### config.mk
export PLATFORM = sky130hd
export DESIGN_NAME = char_display_driver_flat
export DESIGN_NICKNAME = d
export VERILOG_FILES = /design/src/logic/char_display_pkg.sv /design/src/logic/char_display_link_if.sv /design/src/logic/char_display_driver.sv /design/src/flat_wrapper.sv
export SDC_FILE = /design/constraint.sdc
export NUM_CORES = 1
export LEC_CHECK = 0
export BUFFER_PORTS_ARGS = -buffer_cell sky130_fd_sc_hd__buf_2
export CAP_MARGIN = 20
export CORE_MARGIN = 4
export CORE_UTILIZATION = 43
export CTS_BUF_LIST = sky130_fd_sc_hd__clkbuf_8
export CTS_CLUSTER_SIZE = 20
export DETAILED_ROUTE_END_ITERATION = 10
export MAX_ROUTING_LAYER = met4
export PLACE_DENSITY = 0.67
export SKIP_LAST_GASP = 1
export SLEW_MARGIN = 20
export SYNTH_ARGS = -nofsm -noshare
export SYNTH_HDL_FRONTEND = slang
export SYNTH_SLANG_ARGS = --single-unit
### constraint.sdc
create_clock -name aclk -period 2.6 [get_ports aclk]
set_clock_uncertainty 0.05 [all_clocks]
set_input_delay 0.13 -clock aclk [delete_from_list [all_inputs] [get_ports aclk]]
set_output_delay 0.13 -clock aclk [all_outputs]
set_load 0.01 [all_outputs]
### src/logic/char_display_pkg.sv
// Shared constants for the serial character display port and its driver.
// Assumes a 100 MHz aclk on both ends.
package char_display_pkg;
    // Timing
    localparam int CLK_MHZ = 100;
    localparam int LONG_WAIT_US = 1650;
    localparam int SHORT_WAIT_US = 40;
    localparam int LONG_WAIT_CYCLES = LONG_WAIT_US * CLK_MHZ;
    localparam int SHORT_WAIT_CYCLES = SHORT_WAIT_US * CLK_MHZ;
    localparam int SCK_HALF_CYCLES = 8;
    // Byte layout on the serial link
    localparam int NIBBLE_LSB = 0;
    localparam int SPARE_LSB = 4;
    localparam int RSEL_BIT = 6;
    localparam int ENABLE_BIT = 7;
    localparam int XFER_BITS = 8;
    localparam int XFERS_PER_NIBBLE = 3;
    // Display size
    localparam int MAX_CHARS = 80;
    // Commands; only clear and home need the long wait
    localparam logic [7:0] CMD_CLEAR = 8'h01;
    localparam logic [7:0] CMD_HOME = 8'h02;
    localparam logic [7:0] CMD_FUNCTION_2X40 = 8'h3C;
    // Driver register offsets
    localparam logic [3:0] REG_COMMAND = 4'h0;
    localparam logic [3:0] REG_STATUS = 4'h4;
    localparam logic [3:0] REG_PORT = 4'h8;
    localparam logic [7:0] PORT_RESET = 8'h00;
endpackage : char_display_pkg

### src/logic/char_display_link_if.sv
// Serial link between the display driver and the display port.
// Assumes the bench joins both ends through this interface.
`timescale 1ns/1ps
interface char_display_link_if;
    logic sclk;
    logic mosi;
    logic select_n;
    logic select_routed;
    modport port_end (input sclk, input mosi, input select_n, input select_routed);
    modport driver_end (output sclk, output mosi, output select_n, input select_routed);
endinterface : char_display_link_if

### src/logic/char_display_driver.sv
// Serial master that turns display bytes into three-transfer nibble writes.
// Assumes software on AXI4-Lite and a port at the far end of the link.
//
// Design decisions made here: the AXI4-Lite slave port and the address map.
`timescale 1ns/1ps
module char_display_driver
    import char_display_pkg::*;
#(
    parameter int LONG_WAIT = LONG_WAIT_CYCLES,
    parameter int SHORT_WAIT = SHORT_WAIT_CYCLES
)
(
    input wire logic aclk,
    input wire logic aresetn,
    char_display_link_if.driver_end link,
    input wire logic [3:0] s_axi_awaddr,
    input wire logic s_axi_awvalid,
    output logic s_axi_awready,
    input wire logic [31:0] s_axi_wdata,
    input wire logic [3:0] s_axi_wstrb,
    input wire logic s_axi_wvalid,
    output logic s_axi_wready,
    output logic [1:0] s_axi_bresp,
    output logic s_axi_bvalid,
    input wire logic s_axi_bready,
    input wire logic [3:0] s_axi_araddr,
    input wire logic s_axi_arvalid,
    output logic s_axi_arready,
    output logic [31:0] s_axi_rdata,
    output logic [1:0] s_axi_rresp,
    output logic s_axi_rvalid,
    input wire logic s_axi_rready
);
    // Wait counts must fit the 20-bit timer
    if (LONG_WAIT < 1 || SHORT_WAIT < 1 || LONG_WAIT >= (1 << 20) || SHORT_WAIT >= (1 << 20))
    begin : g_wait_check
        $error("wait counts out of range");
    end
    typedef enum logic [3:0] {
        IDLE = 4'b0001,
        SHIFT = 4'b0010,
        GAP = 4'b0100,
        WAIT = 4'b1000
    } drv_state_t;
    // ----------------------------------------
    // Sequencer state
    // ----------------------------------------
    drv_state_t state;
    drv_state_t next_state;
    logic [7:0] byte_q;
    logic [7:0] next_byte_q;
    logic rsel;
    logic next_rsel;
    logic half;
    logic next_half;
    logic [1:0] phase;
    logic [1:0] next_phase;
    logic [2:0] bitn;
    logic [2:0] next_bitn;
    logic [19:0] timer;
    logic [19:0] next_timer;
    logic [7:0] frame;
    logic [7:0] next_frame;
    logic sclk_q;
    logic next_sclk_q;
    logic mosi_q;
    logic next_mosi_q;
    logic sel_q;
    logic next_sel_q;
    logic [7:0] raw_q;
    logic [7:0] next_raw_q;
    logic start;
    logic start_raw;
    logic [8:0] cmd_data;
    logic busy;
    assign busy = (state != IDLE);
    assign link.sclk = sclk_q;
    assign link.mosi = mosi_q;
    assign link.select_n = sel_q;
    // Build one transfer: nibble, select, enable on middle transfer only
    function automatic logic [7:0] make_frame(input logic [3:0] nib, input logic rs,
                                              input logic en);
        make_frame = {en, rs, 2'b00, nib};
    endfunction : make_frame
    // Next-state logic of the nibble sequencer
    always_comb
    begin
        next_state = state;
        next_byte_q = byte_q;
        next_rsel = rsel;
        next_half = half;
        next_phase = phase;
        next_bitn = bitn;
        next_timer = timer;
        next_frame = frame;
        next_sclk_q = sclk_q;
        next_mosi_q = mosi_q;
        next_sel_q = sel_q;
        case (state)
            IDLE:
            begin
                next_sclk_q = 1'b0;
                next_sel_q = 1'b1;
                if (start)
                begin
                    next_byte_q = cmd_data[7:0];
                    next_rsel = cmd_data[8];
                    next_half = start_raw; // Raw byte: one transfer, then the wait
                    next_phase = start_raw ? 2'd2 : 2'd0;
                    next_bitn = 3'd7;
                    next_timer = 20'(SCK_HALF_CYCLES);
                    next_frame = start_raw ? cmd_data[7:0]
                        : make_frame(cmd_data[7:4], cmd_data[8], 1'b0);
                    next_sel_q = 1'b0;
                    next_mosi_q = next_frame[7];
                    next_state = SHIFT;
                end
            end
            SHIFT:
            begin
                if (timer > 20'd1)
                begin
                    next_timer = timer - 20'd1;
                end
                else
                begin
                    next_timer = 20'(SCK_HALF_CYCLES);
                    next_sclk_q = ~sclk_q;
                    if (sclk_q)
                    begin
                        if (bitn == 3'd0)
                        begin
                            next_state = GAP;
                            next_sel_q = 1'b1;
                        end
                        else
                        begin
                            next_bitn = bitn - 3'd1;
                            next_mosi_q = frame[bitn - 3'd1];
                        end
                    end
                end
            end
            GAP:
            begin
                if (timer > 20'd1)
                begin
                    next_timer = timer - 20'd1;
                end
                else if (phase < 2'(XFERS_PER_NIBBLE - 1))
                begin
                    next_phase = phase + 2'd1;
                    next_frame = {phase == 2'd0, frame[6:0]};
                    next_bitn = 3'd7;
                    next_timer = 20'(SCK_HALF_CYCLES);
                    next_sel_q = 1'b0;
                    next_mosi_q = next_frame[7];
                    next_state = SHIFT;
                end
                else if (!half)
                begin
                    next_half = 1'b1;
                    next_phase = 2'd0;
                    next_frame = make_frame(byte_q[3:0], rsel, 1'b0);
                    next_bitn = 3'd7;
                    next_timer = 20'(SCK_HALF_CYCLES);
                    next_sel_q = 1'b0;
                    next_mosi_q = next_frame[7];
                    next_state = SHIFT;
                end
                else
                begin
                    next_timer = (!rsel && (byte_q == CMD_CLEAR || byte_q == CMD_HOME))
                        ? 20'(LONG_WAIT) : 20'(SHORT_WAIT);
                    next_state = WAIT;
                end
            end
            WAIT:
            begin
                if (timer > 20'd1)
                begin
                    next_timer = timer - 20'd1;
                end
                else
                begin
                    next_state = IDLE;
                end
            end
            default:
            begin
                next_state = IDLE;
            end
        endcase
    end
    always_ff @(posedge aclk)
    begin
        if (!aresetn)
        begin
            state <= IDLE;
            byte_q <= 8'h00;
            rsel <= 1'b0;
            half <= 1'b0;
            phase <= 2'd0;
            bitn <= 3'd7;
            timer <= 20'h0_0000;
            frame <= 8'h00;
            sclk_q <= 1'b0;
            mosi_q <= 1'b0;
            sel_q <= 1'b1;
        end
        else
        begin
            state <= next_state;
            byte_q <= next_byte_q;
            rsel <= next_rsel;
            half <= next_half;
            phase <= next_phase;
            bitn <= next_bitn;
            timer <= next_timer;
            frame <= next_frame;
            sclk_q <= next_sclk_q;
            mosi_q <= next_mosi_q;
            sel_q <= next_sel_q;
        end
    end
    // ----------------------------------------
    // AXI4-Lite slave
    // ----------------------------------------
    logic aw_hold;
    logic next_aw_hold;
    logic [3:0] aw_addr;
    logic [3:0] next_aw_addr;
    logic w_hold;
    logic next_w_hold;
    logic [31:0] w_data;
    logic [31:0] next_w_data;
    logic next_awready;
    logic next_wready;
    logic next_bvalid;
    logic [1:0] next_bresp;
    logic next_arready;
    logic next_rvalid;
    logic [31:0] next_rdata;
    logic [1:0] next_rresp;
    logic do_write;
    assign do_write = aw_hold && w_hold && !s_axi_bvalid;
    assign start = do_write && !busy && s_axi_wstrb != 4'h0
        && (aw_addr == REG_COMMAND || aw_addr == REG_PORT);
    assign start_raw = (aw_addr == REG_PORT);
    assign cmd_data = w_data[8:0];
    // Capture address and data separately, answer when both held
    always_comb
    begin
        next_aw_hold = aw_hold;
        next_aw_addr = aw_addr;
        next_w_hold = w_hold;
        next_w_data = w_data;
        next_awready = 1'b0;
        next_wready = 1'b0;
        next_bvalid = s_axi_bvalid && !s_axi_bready;
        next_bresp = s_axi_bresp;
        next_raw_q = raw_q;
        next_arready = 1'b0;
        next_rvalid = s_axi_rvalid && !s_axi_rready;
        next_rdata = s_axi_rdata;
        next_rresp = s_axi_rresp;
        if (s_axi_awvalid && !aw_hold && !s_axi_awready)
        begin
            next_awready = 1'b1;
            next_aw_hold = 1'b1;
            next_aw_addr = s_axi_awaddr;
        end
        if (s_axi_wvalid && !w_hold && !s_axi_wready)
        begin
            next_wready = 1'b1;
            next_w_hold = 1'b1;
            next_w_data = s_axi_wdata;
        end
        if (do_write)
        begin
            next_aw_hold = 1'b0;
            next_w_hold = 1'b0;
            next_bvalid = 1'b1;
            next_bresp = 2'b00;
            if (aw_addr == REG_PORT && !busy)
            begin
                next_raw_q = w_data[7:0];
            end
            else if (aw_addr == REG_PORT || (aw_addr == REG_COMMAND && busy))
            begin
                next_bresp = 2'b10;
            end
            else if (aw_addr != REG_COMMAND)
            begin
                next_bresp = 2'b10;
            end
        end
        if (s_axi_arvalid && !s_axi_arready && !s_axi_rvalid)
        begin
            next_arready = 1'b1;
            next_rvalid = 1'b1;
            next_rresp = 2'b00;
            case (s_axi_araddr)
                REG_COMMAND: next_rdata = {23'h0, rsel, byte_q};
                REG_STATUS: next_rdata = {28'h0, state};
                REG_PORT: next_rdata = {24'h0, raw_q};
                default:
                begin
                    next_rdata = 32'h0000_0000;
                    next_rresp = 2'b10;
                end
            endcase
        end
    end
    always_ff @(posedge aclk)
    begin
        if (!aresetn)
        begin
            aw_hold <= 1'b0;
            aw_addr <= 4'h0;
            w_hold <= 1'b0;
            w_data <= 32'h0000_0000;
            raw_q <= PORT_RESET;
            s_axi_awready <= 1'b0;
            s_axi_wready <= 1'b0;
            s_axi_bvalid <= 1'b0;
            s_axi_bresp <= 2'b00;
            s_axi_arready <= 1'b0;
            s_axi_rvalid <= 1'b0;
            s_axi_rdata <= 32'h0000_0000;
            s_axi_rresp <= 2'b00;
        end
        else
        begin
            aw_hold <= next_aw_hold;
            aw_addr <= next_aw_addr;
            w_hold <= next_w_hold;
            w_data <= next_w_data;
            raw_q <= next_raw_q;
            s_axi_awready <= next_awready;
            s_axi_wready <= next_wready;
            s_axi_bvalid <= next_bvalid;
            s_axi_bresp <= next_bresp;
            s_axi_arready <= next_arready;
            s_axi_rvalid <= next_rvalid;
            s_axi_rdata <= next_rdata;
            s_axi_rresp <= next_rresp;
        end
    end
endmodule : char_display_driver

### src/flat_wrapper.sv
// flat-port wrapper written by rule: the top's interface ports become plain ports
module char_display_driver_flat import char_display_pkg::*;
#(
    parameter int LONG_WAIT = LONG_WAIT_CYCLES,
    parameter int SHORT_WAIT = SHORT_WAIT_CYCLES
)
  (aclk, aresetn, s_axi_awaddr, s_axi_awvalid, s_axi_awready, s_axi_wdata, s_axi_wstrb, s_axi_wvalid, s_axi_wready, s_axi_bresp, s_axi_bvalid, s_axi_bready, s_axi_araddr, s_axi_arvalid, s_axi_arready, s_axi_rdata, s_axi_rresp, s_axi_rvalid, s_axi_rready, link_sclk, link_mosi, link_select_n, link_select_routed);
  char_display_link_if link_i ();
  input wire logic aclk;
  input wire logic aresetn;
  input wire logic [3:0] s_axi_awaddr;
  input wire logic s_axi_awvalid;
  output logic s_axi_awready;
  input wire logic [31:0] s_axi_wdata;
  input wire logic [3:0] s_axi_wstrb;
  input wire logic s_axi_wvalid;
  output logic s_axi_wready;
  output logic [1:0] s_axi_bresp;
  output logic s_axi_bvalid;
  input wire logic s_axi_bready;
  input wire logic [3:0] s_axi_araddr;
  input wire logic s_axi_arvalid;
  output logic s_axi_arready;
  output logic [31:0] s_axi_rdata;
  output logic [1:0] s_axi_rresp;
  output logic s_axi_rvalid;
  input wire logic s_axi_rready;
  output wire logic [$bits(link_i.sclk)-1:0] link_sclk;
  output wire logic [$bits(link_i.mosi)-1:0] link_mosi;
  output wire logic [$bits(link_i.select_n)-1:0] link_select_n;
  input wire logic [$bits(link_i.select_routed)-1:0] link_select_routed;
  assign link_sclk = link_i.sclk;
  assign link_mosi = link_i.mosi;
  assign link_select_n = link_i.select_n;
  assign link_i.select_routed = link_select_routed;
  char_display_driver #(.LONG_WAIT(LONG_WAIT), .SHORT_WAIT(SHORT_WAIT)) u_core (.aclk(aclk), .aresetn(aresetn), .link(link_i), .s_axi_awaddr(s_axi_awaddr), .s_axi_awvalid(s_axi_awvalid), .s_axi_awready(s_axi_awready), .s_axi_wdata(s_axi_wdata), .s_axi_wstrb(s_axi_wstrb), .s_axi_wvalid(s_axi_wvalid), .s_axi_wready(s_axi_wready), .s_axi_bresp(s_axi_bresp), .s_axi_bvalid(s_axi_bvalid), .s_axi_bready(s_axi_bready), .s_axi_araddr(s_axi_araddr), .s_axi_arvalid(s_axi_arvalid), .s_axi_arready(s_axi_arready), .s_axi_rdata(s_axi_rdata), .s_axi_rresp(s_axi_rresp), .s_axi_rvalid(s_axi_rvalid), .s_axi_rready(s_axi_rready));
endmodule
======== Yosys cells after proc, flatten, opt, wreduce, memory -nomap -nowiden ========
Cells that the tools add are included.
word-level totals
  word-level logic and storage cells ...... 176
  flip-flop bits (word level) ............. 114
  output and inout bits ................... 44
  input bits .............................. 52
operators by class
  reduce and logical (&&, ||, !) cells .... 52
  eq/ne operators ......................... 21
  order comparisons ....................... 3
  bitwise operators ....................... 2
  muxes and demuxes ....................... 70
  $add $sub $neg .......................... 3
operators by type and width
  kind                                                            count
  2-to-1 mux 20 bit                                               6
  one-hot mux 20 bit (4 select lines)                             1
  2-to-1 mux 8 bit                                                5
  2-to-1 mux 4 bit                                                8
  one-hot mux 9 bit (3 select lines)                              1
  2-to-1 mux 1 bit                                                23
  2-to-1 mux 3 bit                                                7
  greater-than comparator 20 x 1 -> 1 bit, second input constant  1
  subtractor 20 x 1 -> 20 bit, second input constant              1
  2-to-1 mux 18 bit                                               1
  2-to-1 mux 2 bit                                                9
  logical AND 1 bit                                               16
  one-hot mux 4 bit (4 select lines)                              1
  one-hot mux 8 bit (2 select lines)                              1
  equality test 4 bit, second input constant                      3
  != test 2 bit, second input constant                            6
  AND reduction 6 bit                                             2
  nonzero test 4 bit                                              3
  logical NOT 1 bit                                               11
  one-hot mux 3 bit (3 select lines)                              1
  equality test 4 x 3 -> 1 bit, second input constant             2
  equality test 8 x 1 -> 1 bit, second input constant             1
  equality test 8 x 2 -> 1 bit, second input constant             1
  logical NOT 4 bit                                               2
  26 further kinds                                                38

======== Depth between registers and ports, before layout ========
  word-level depth ........................ 8
  mapped depth ............................ 9
  mapped depth without buffers ............ 8

======== Worst setup path before layout ========
Ideal clock, no wire load.
  path kind ............................... register -> register
  from .................................... reg u_core.timer[8]
  to ...................................... reg u_core.timer[15]
  clock period less this slack ............ 2.250 ns
  path slack .............................. 0.350 ns
  stages on the path, launching flop included .. 8
  library setup time ...................... 0.140 ns
  path buffers ............................ 1
  required time ........................... 2.410 ns
  data arrival time ....................... 2.060 ns
  cells stage by stage .................... dfxtp_1 -> or4_4 -> a2111oi_4 -> a31oi_4 -> or2_1 -> buf_6 -> nor2_1 -> a2111oi_4
on the way
  word-level cells in the longest chain between the ends .. 3
  elaborated cells between the ends (all ways) .. 8
  those cells by class .................... 1 x add/sub; 1 x order compare; 1 x eq/ne; 4 x mux; 1 x reduce/logical
ends and longest elaborated chain
  item                                                                                    RTL line                    RTL
  from (decl)                                                                             char_display_driver.sv:60   logic [19:0] timer;
  from (signal assigned)                                                                  char_display_driver.sv:219  timer <= next_timer;
  subtractor 20 x 1 -> 20 bit or greater-than comparator 20 x 1 -> 1 bit (tied branches)  n/a
  2-to-1 mux 20 bit (tied with other cells)                                               char_display_driver.sv:180  if (timer > 20'd1)
  one-hot mux 20 bit (4 select lines) or AND reduction 3 bit (tied branches)              n/a
Parallel ways exist; a longest one is shown, timed or not. The select of a mux whose other input is x is not followed.
A chain may end at the register's enable or synchronous reset.

======== Final worst setup path ========
  from .................................... reg u_core.timer[1]
  to ...................................... reg u_core.timer[14]
Same word-level chain as after synthesis.

==> results.txt <==
- Status: finished, final reports clean
- GR Overflow Total: 0
- Count of warnings emitted by yosys: 0
* Number of antenna cells inserted: 0
- STA puts the critical path data required time at 2840 ps.
- For this run, the top clock speed supported by timing is ~400 MHz.
* Total Wirelength: ~12,000 µm
- Final hold viol count: 0
- Setup total negative slack on the finished layout was measured at 0 ps.
* Final setup violating endpoints: 0
- Share of cells above drive strength 1: ~18%
- TritonCTS sink count: between 80 and 90
- Detailed-router iteration count before antenna repair: 4
- The worst path needs roughly 2500 ps of the cycle, external delays included.
- Period Utilization, post-route: ~95%
- IR analysis of the VDD net gives a maximum drop of about 370 µV.
* Flops & latches, synth: 89
- Core Area: approximately 0.010 mm²
- Area of the mapped netlist: around 0.0047 mm²
* Total leakage power: approximately 2.3 nW
- The endpoint identified for the worst register-to-register timing path is u_core.timer[14]$_SDFFE_PN0P_.
- The worst hold path belongs to the class in -> reg.
* Initial standard-cell utilization of the core: 44.7%
* Number of vias after detailed routing: about 4,300
- The worst setup path is captured at a register.
- After detailed routing, the number of vias per cell comes to 5.58.
* Per-instance average area after synthesis: 8.31 µm²
- In this run the critical register-to-register path is launched from u_core.timer[1]$_SDFFE_PN0P_.
- In this run the power density over the cells is roughly 490 mW/mm².
- The number of pins exceeding their max-slew limit in the final report was 0.
* Count of cell types in the netlist: 69
* Footprint of the flip-flops and latches: between 0.0015 and 0.002 mm²
- Counting flops with a built-in enable in the synthesized netlist gives 0.
- Multi-input combinational cell area: about 0.0026 mm²
- Port buffering added between 40 and 50 buffers.
- Maximum number of pins on one net before global-route repair: 42
- Area growth syn-to-layout: 17.0%
- Final Net Count: 693
- Crit Path Class: reg -> reg
* CP Launch Point: u_core.timer[1]$_SDFFE_PN0P_
* Clock root buffer: sky130_fd_sc_hd__clkbuf_8
* Final weighted congestion of routability-driven global placement: ~0.91
- Register-to-Register Setup Slack: approximately 140 ps
- STA classifies the critical path startpoint as a register.
- Number of global-route vias before repair: 4,219
- Final-layout fill cell count: just over 1,000
- H-Tree Depth: 3
- Die span in x: around 110 µm
- Buffers from clock root to sink, at most: 2
- The floorplan step defined a die boundary enclosing 0.0126 mm².
- Counting every instance in the synthesized netlist gives ~560.
* Worst slew slack as a fraction of its limit: between 40 and 50%
- Clock transition time at the flip-flop clock pins of the worst setup and hold paths: roughly 100 ps
- During I/O placement, the number of pins put on the boundary was 96.
- Crit path to: u_core.timer[14]$_SDFFE_PN0P_
* Most used DFF post-synth: sky130_fd_sc_hd__dfxtp_1
* Global-route wire length before repair: between 20,000 and 25,000 µm
- Die H: between 100 and 150 µm
- Floorplan row count: 37
* Initial antenna violation count: 0
* Power, Total: between 2 and 3 mW
* Number of buffers inserted during clock tree synthesis: 9
* DR WL/cell: around 15 µm
- Path depth of the worst reg2reg path: 7
- Slew at the pin with the worst max-slew slack: 882 ps
* Share of flip-flops with an asynchronous set or reset after synthesis: 0%
- DRC violation count after routing: 0
* Fraction of the yosys area taken by sequential cells: between 30% and 40%
- Once detail routing completed, the nets flagged for antenna violations numbered 0.
* Critical path arrival: roughly 2700 ps
* CTS tree: built
- Global routing consumed, over all layers together, around a fifth of the routing resources.
* Highest fanout seen on the critical path: 6
- Initial drt markers: around 260
- Setup repair after global routing left no endpoint under its margin.
- After legalization and detailed placement, the total HPWL measured between 8000 and 9000 µm.
* Clock insertion delay at the later pin of the skew report: 380 ps
* Number of maximum-capacitance violations: 0
-- registers in the layout (all words and copies together) (netlist names), 2 cells and up --
signal,cells
u_core.s_axi_rdata,9
u_core.raw_q,8
u_core.w_data,9
u_core.bitn,3
u_core.state,4
u_core.byte_q,8
u_core.frame,8
u_core.timer,20
u_core.aw_addr,4
u_core.phase,2
-- metal layers --
metal  routed length, µm  track usage (%)
met4                 263             8.01
met1                5200             24.5
met5                   0                -
met2                5910             32.8
met3                 641             2.96
-- where the power goes --
group	leakage, nW	internal [mW]	switching, mW
clock	0.101	0.377	0.573
combinational	1.46	0.132	0.184
sequential	0.721	1.39	0.0321
-- synth_stat cells (8+ instances only) --
cell type                   n  area share, %
sky130_fd_sc_hd__a21oi_1   41            4.4
sky130_fd_sc_hd__a22oi_1    8            1.3
sky130_fd_sc_hd__buf_4     25            4.0
sky130_fd_sc_hd__clkbuf_1  22            1.8
sky130_fd_sc_hd__dfxtp_1   89             38
sky130_fd_sc_hd__inv_1     13            1.0
sky130_fd_sc_hd__mux2i_1   33            7.1
sky130_fd_sc_hd__nand2_1   59            4.7
sky130_fd_sc_hd__nand3_1   24            2.6
sky130_fd_sc_hd__nor2_1    63            5.1
sky130_fd_sc_hd__nor3_1    12            1.3
sky130_fd_sc_hd__o211ai_1   8            1.3
sky130_fd_sc_hd__o21ai_0   40            4.3
-- what timing repair did --
| item | in CTS | in global routing |
|---|---|---|
| buffers inserted | 0 | 1 |
| hold buffers | 16 | 0 |
| resized for setup | 0 | 1 |
| endpoints found under the hold margin | 16 | 0 |
| endpoints found under the setup margin | 0 | 8 |
-- worst max-delay path, stage by stage (launching register included) --
cell	delay [ps]
sky130_fd_sc_hd__dfxtp_1	350
sky130_fd_sc_hd__inv_1	90
sky130_fd_sc_hd__ha_1	170
sky130_fd_sc_hd__buf_4	140
sky130_fd_sc_hd__or3b_2	540
sky130_fd_sc_hd__or3_1	390
sky130_fd_sc_hd__or4_1	430
sky130_fd_sc_hd__o31ai_1	220
-- placed cells by master (no fill, tap or decap), drive strengths merged, types with 3 or more instances in the layout --
| master | synthesis | final |
|---|---|---|
| buf | 35 | 80 |
| o31ai | 5 | 5 |
| nor2 | 64 | 64 |
| or4b | 4 | 4 |
| nor2b | 3 | 3 |
| a2111oi | 4 | 4 |
| nor3 | 13 | 13 |
| xnor2 | 3 | 3 |
| mux2 | 4 | 4 |
| nor4 | 6 | 6 |
| a31oi | 7 | 7 |
| o21ai | 41 | 41 |
| nand2 | 60 | 60 |
| ha | 4 | 4 |
| a21oi | 41 | 41 |
| nand4 | 6 | 6 |
| conb | 1 | 25 |
| a311oi | 4 | 4 |
| o32ai | 5 | 5 |
| or3 | 4 | 4 |
| o31a | 3 | 3 |
| or4 | 6 | 6 |
| a22oi | 8 | 8 |
| dfxtp | 89 | 89 |
| clkbuf | 22 | 9 |
| nand3 | 24 | 24 |
| inv | 14 | 19 |
| nand3b | 3 | 3 |
| a211oi | 3 | 3 |
| and2 | 5 | 5 |
| dlygate4sd3 | 0 | 16 |
| o211ai | 8 | 8 |
| nand2b | 4 | 4 |
| mux2i | 33 | 33 |
-- worst min-delay path by stage --
stage,start,end,slack [ps],depth (start not counted)
3_3_place_gp,s_axi_wdata[5],u_core.w_data[5]$_SDFFE_PN0P_,310,3
6_report,s_axi_araddr[0],u_core.s_axi_rdata[4]$_SDFFE_PN0P_,120,4
3_5_place_dp,s_axi_wdata[6],u_core.w_data[6]$_SDFFE_PN0P_,320,3
2_1_floorplan,s_axi_wdata[0],u_core.w_data[0]$_SDFFE_PN0P_,230,2
5_1_grt,s_axi_araddr[0],u_core.s_axi_rdata[4]$_SDFFE_PN0P_,150,4
4_1_cts,s_axi_araddr[0],u_core.s_axi_rdata[4]$_SDFFE_PN0P_,110,4
-- cells by family after synthesis --
logic type | after synthesis | synth area share (%)
simple gates | 211 | 22.2
compound gates | 144 | 20.6
flops | 89 | 38.1
buf+inv | 71 | 8.19
mux | 39 | 8.99
fa+ha+maj | 4 | 1.07
xor+xnor | 4 | 0.749
other cells | 1 | 0.0802
-- final cells by class --
cell class | instances | area share (%)
clock buffers | 9 | 2.26
clock inverters | 7 | 1.28
inverters | 14 | 0.960
multi-input cells | 427 | 47.8
flip-flops and latches | 89 | 32.6
well taps | 136 | 3.11
repair buffers | 96 | 12.0
-- through the flow --
step	cell area (µm²)	instances	hold slack (ps)	util, %	setup slack [ps]
2_1_floorplan	4770	587	227	-	350
6_report	5470	778	116	52.3	136
4_1_cts	5460	777	113	52.1	94.9
5_1_grt	5470	778	148	52.3	4.35
3_5_place_dp	5100	745	324	48.8	114
3_3_place_gp	5100	745	315	48.8	195
(Power assumes the default switching activity.)
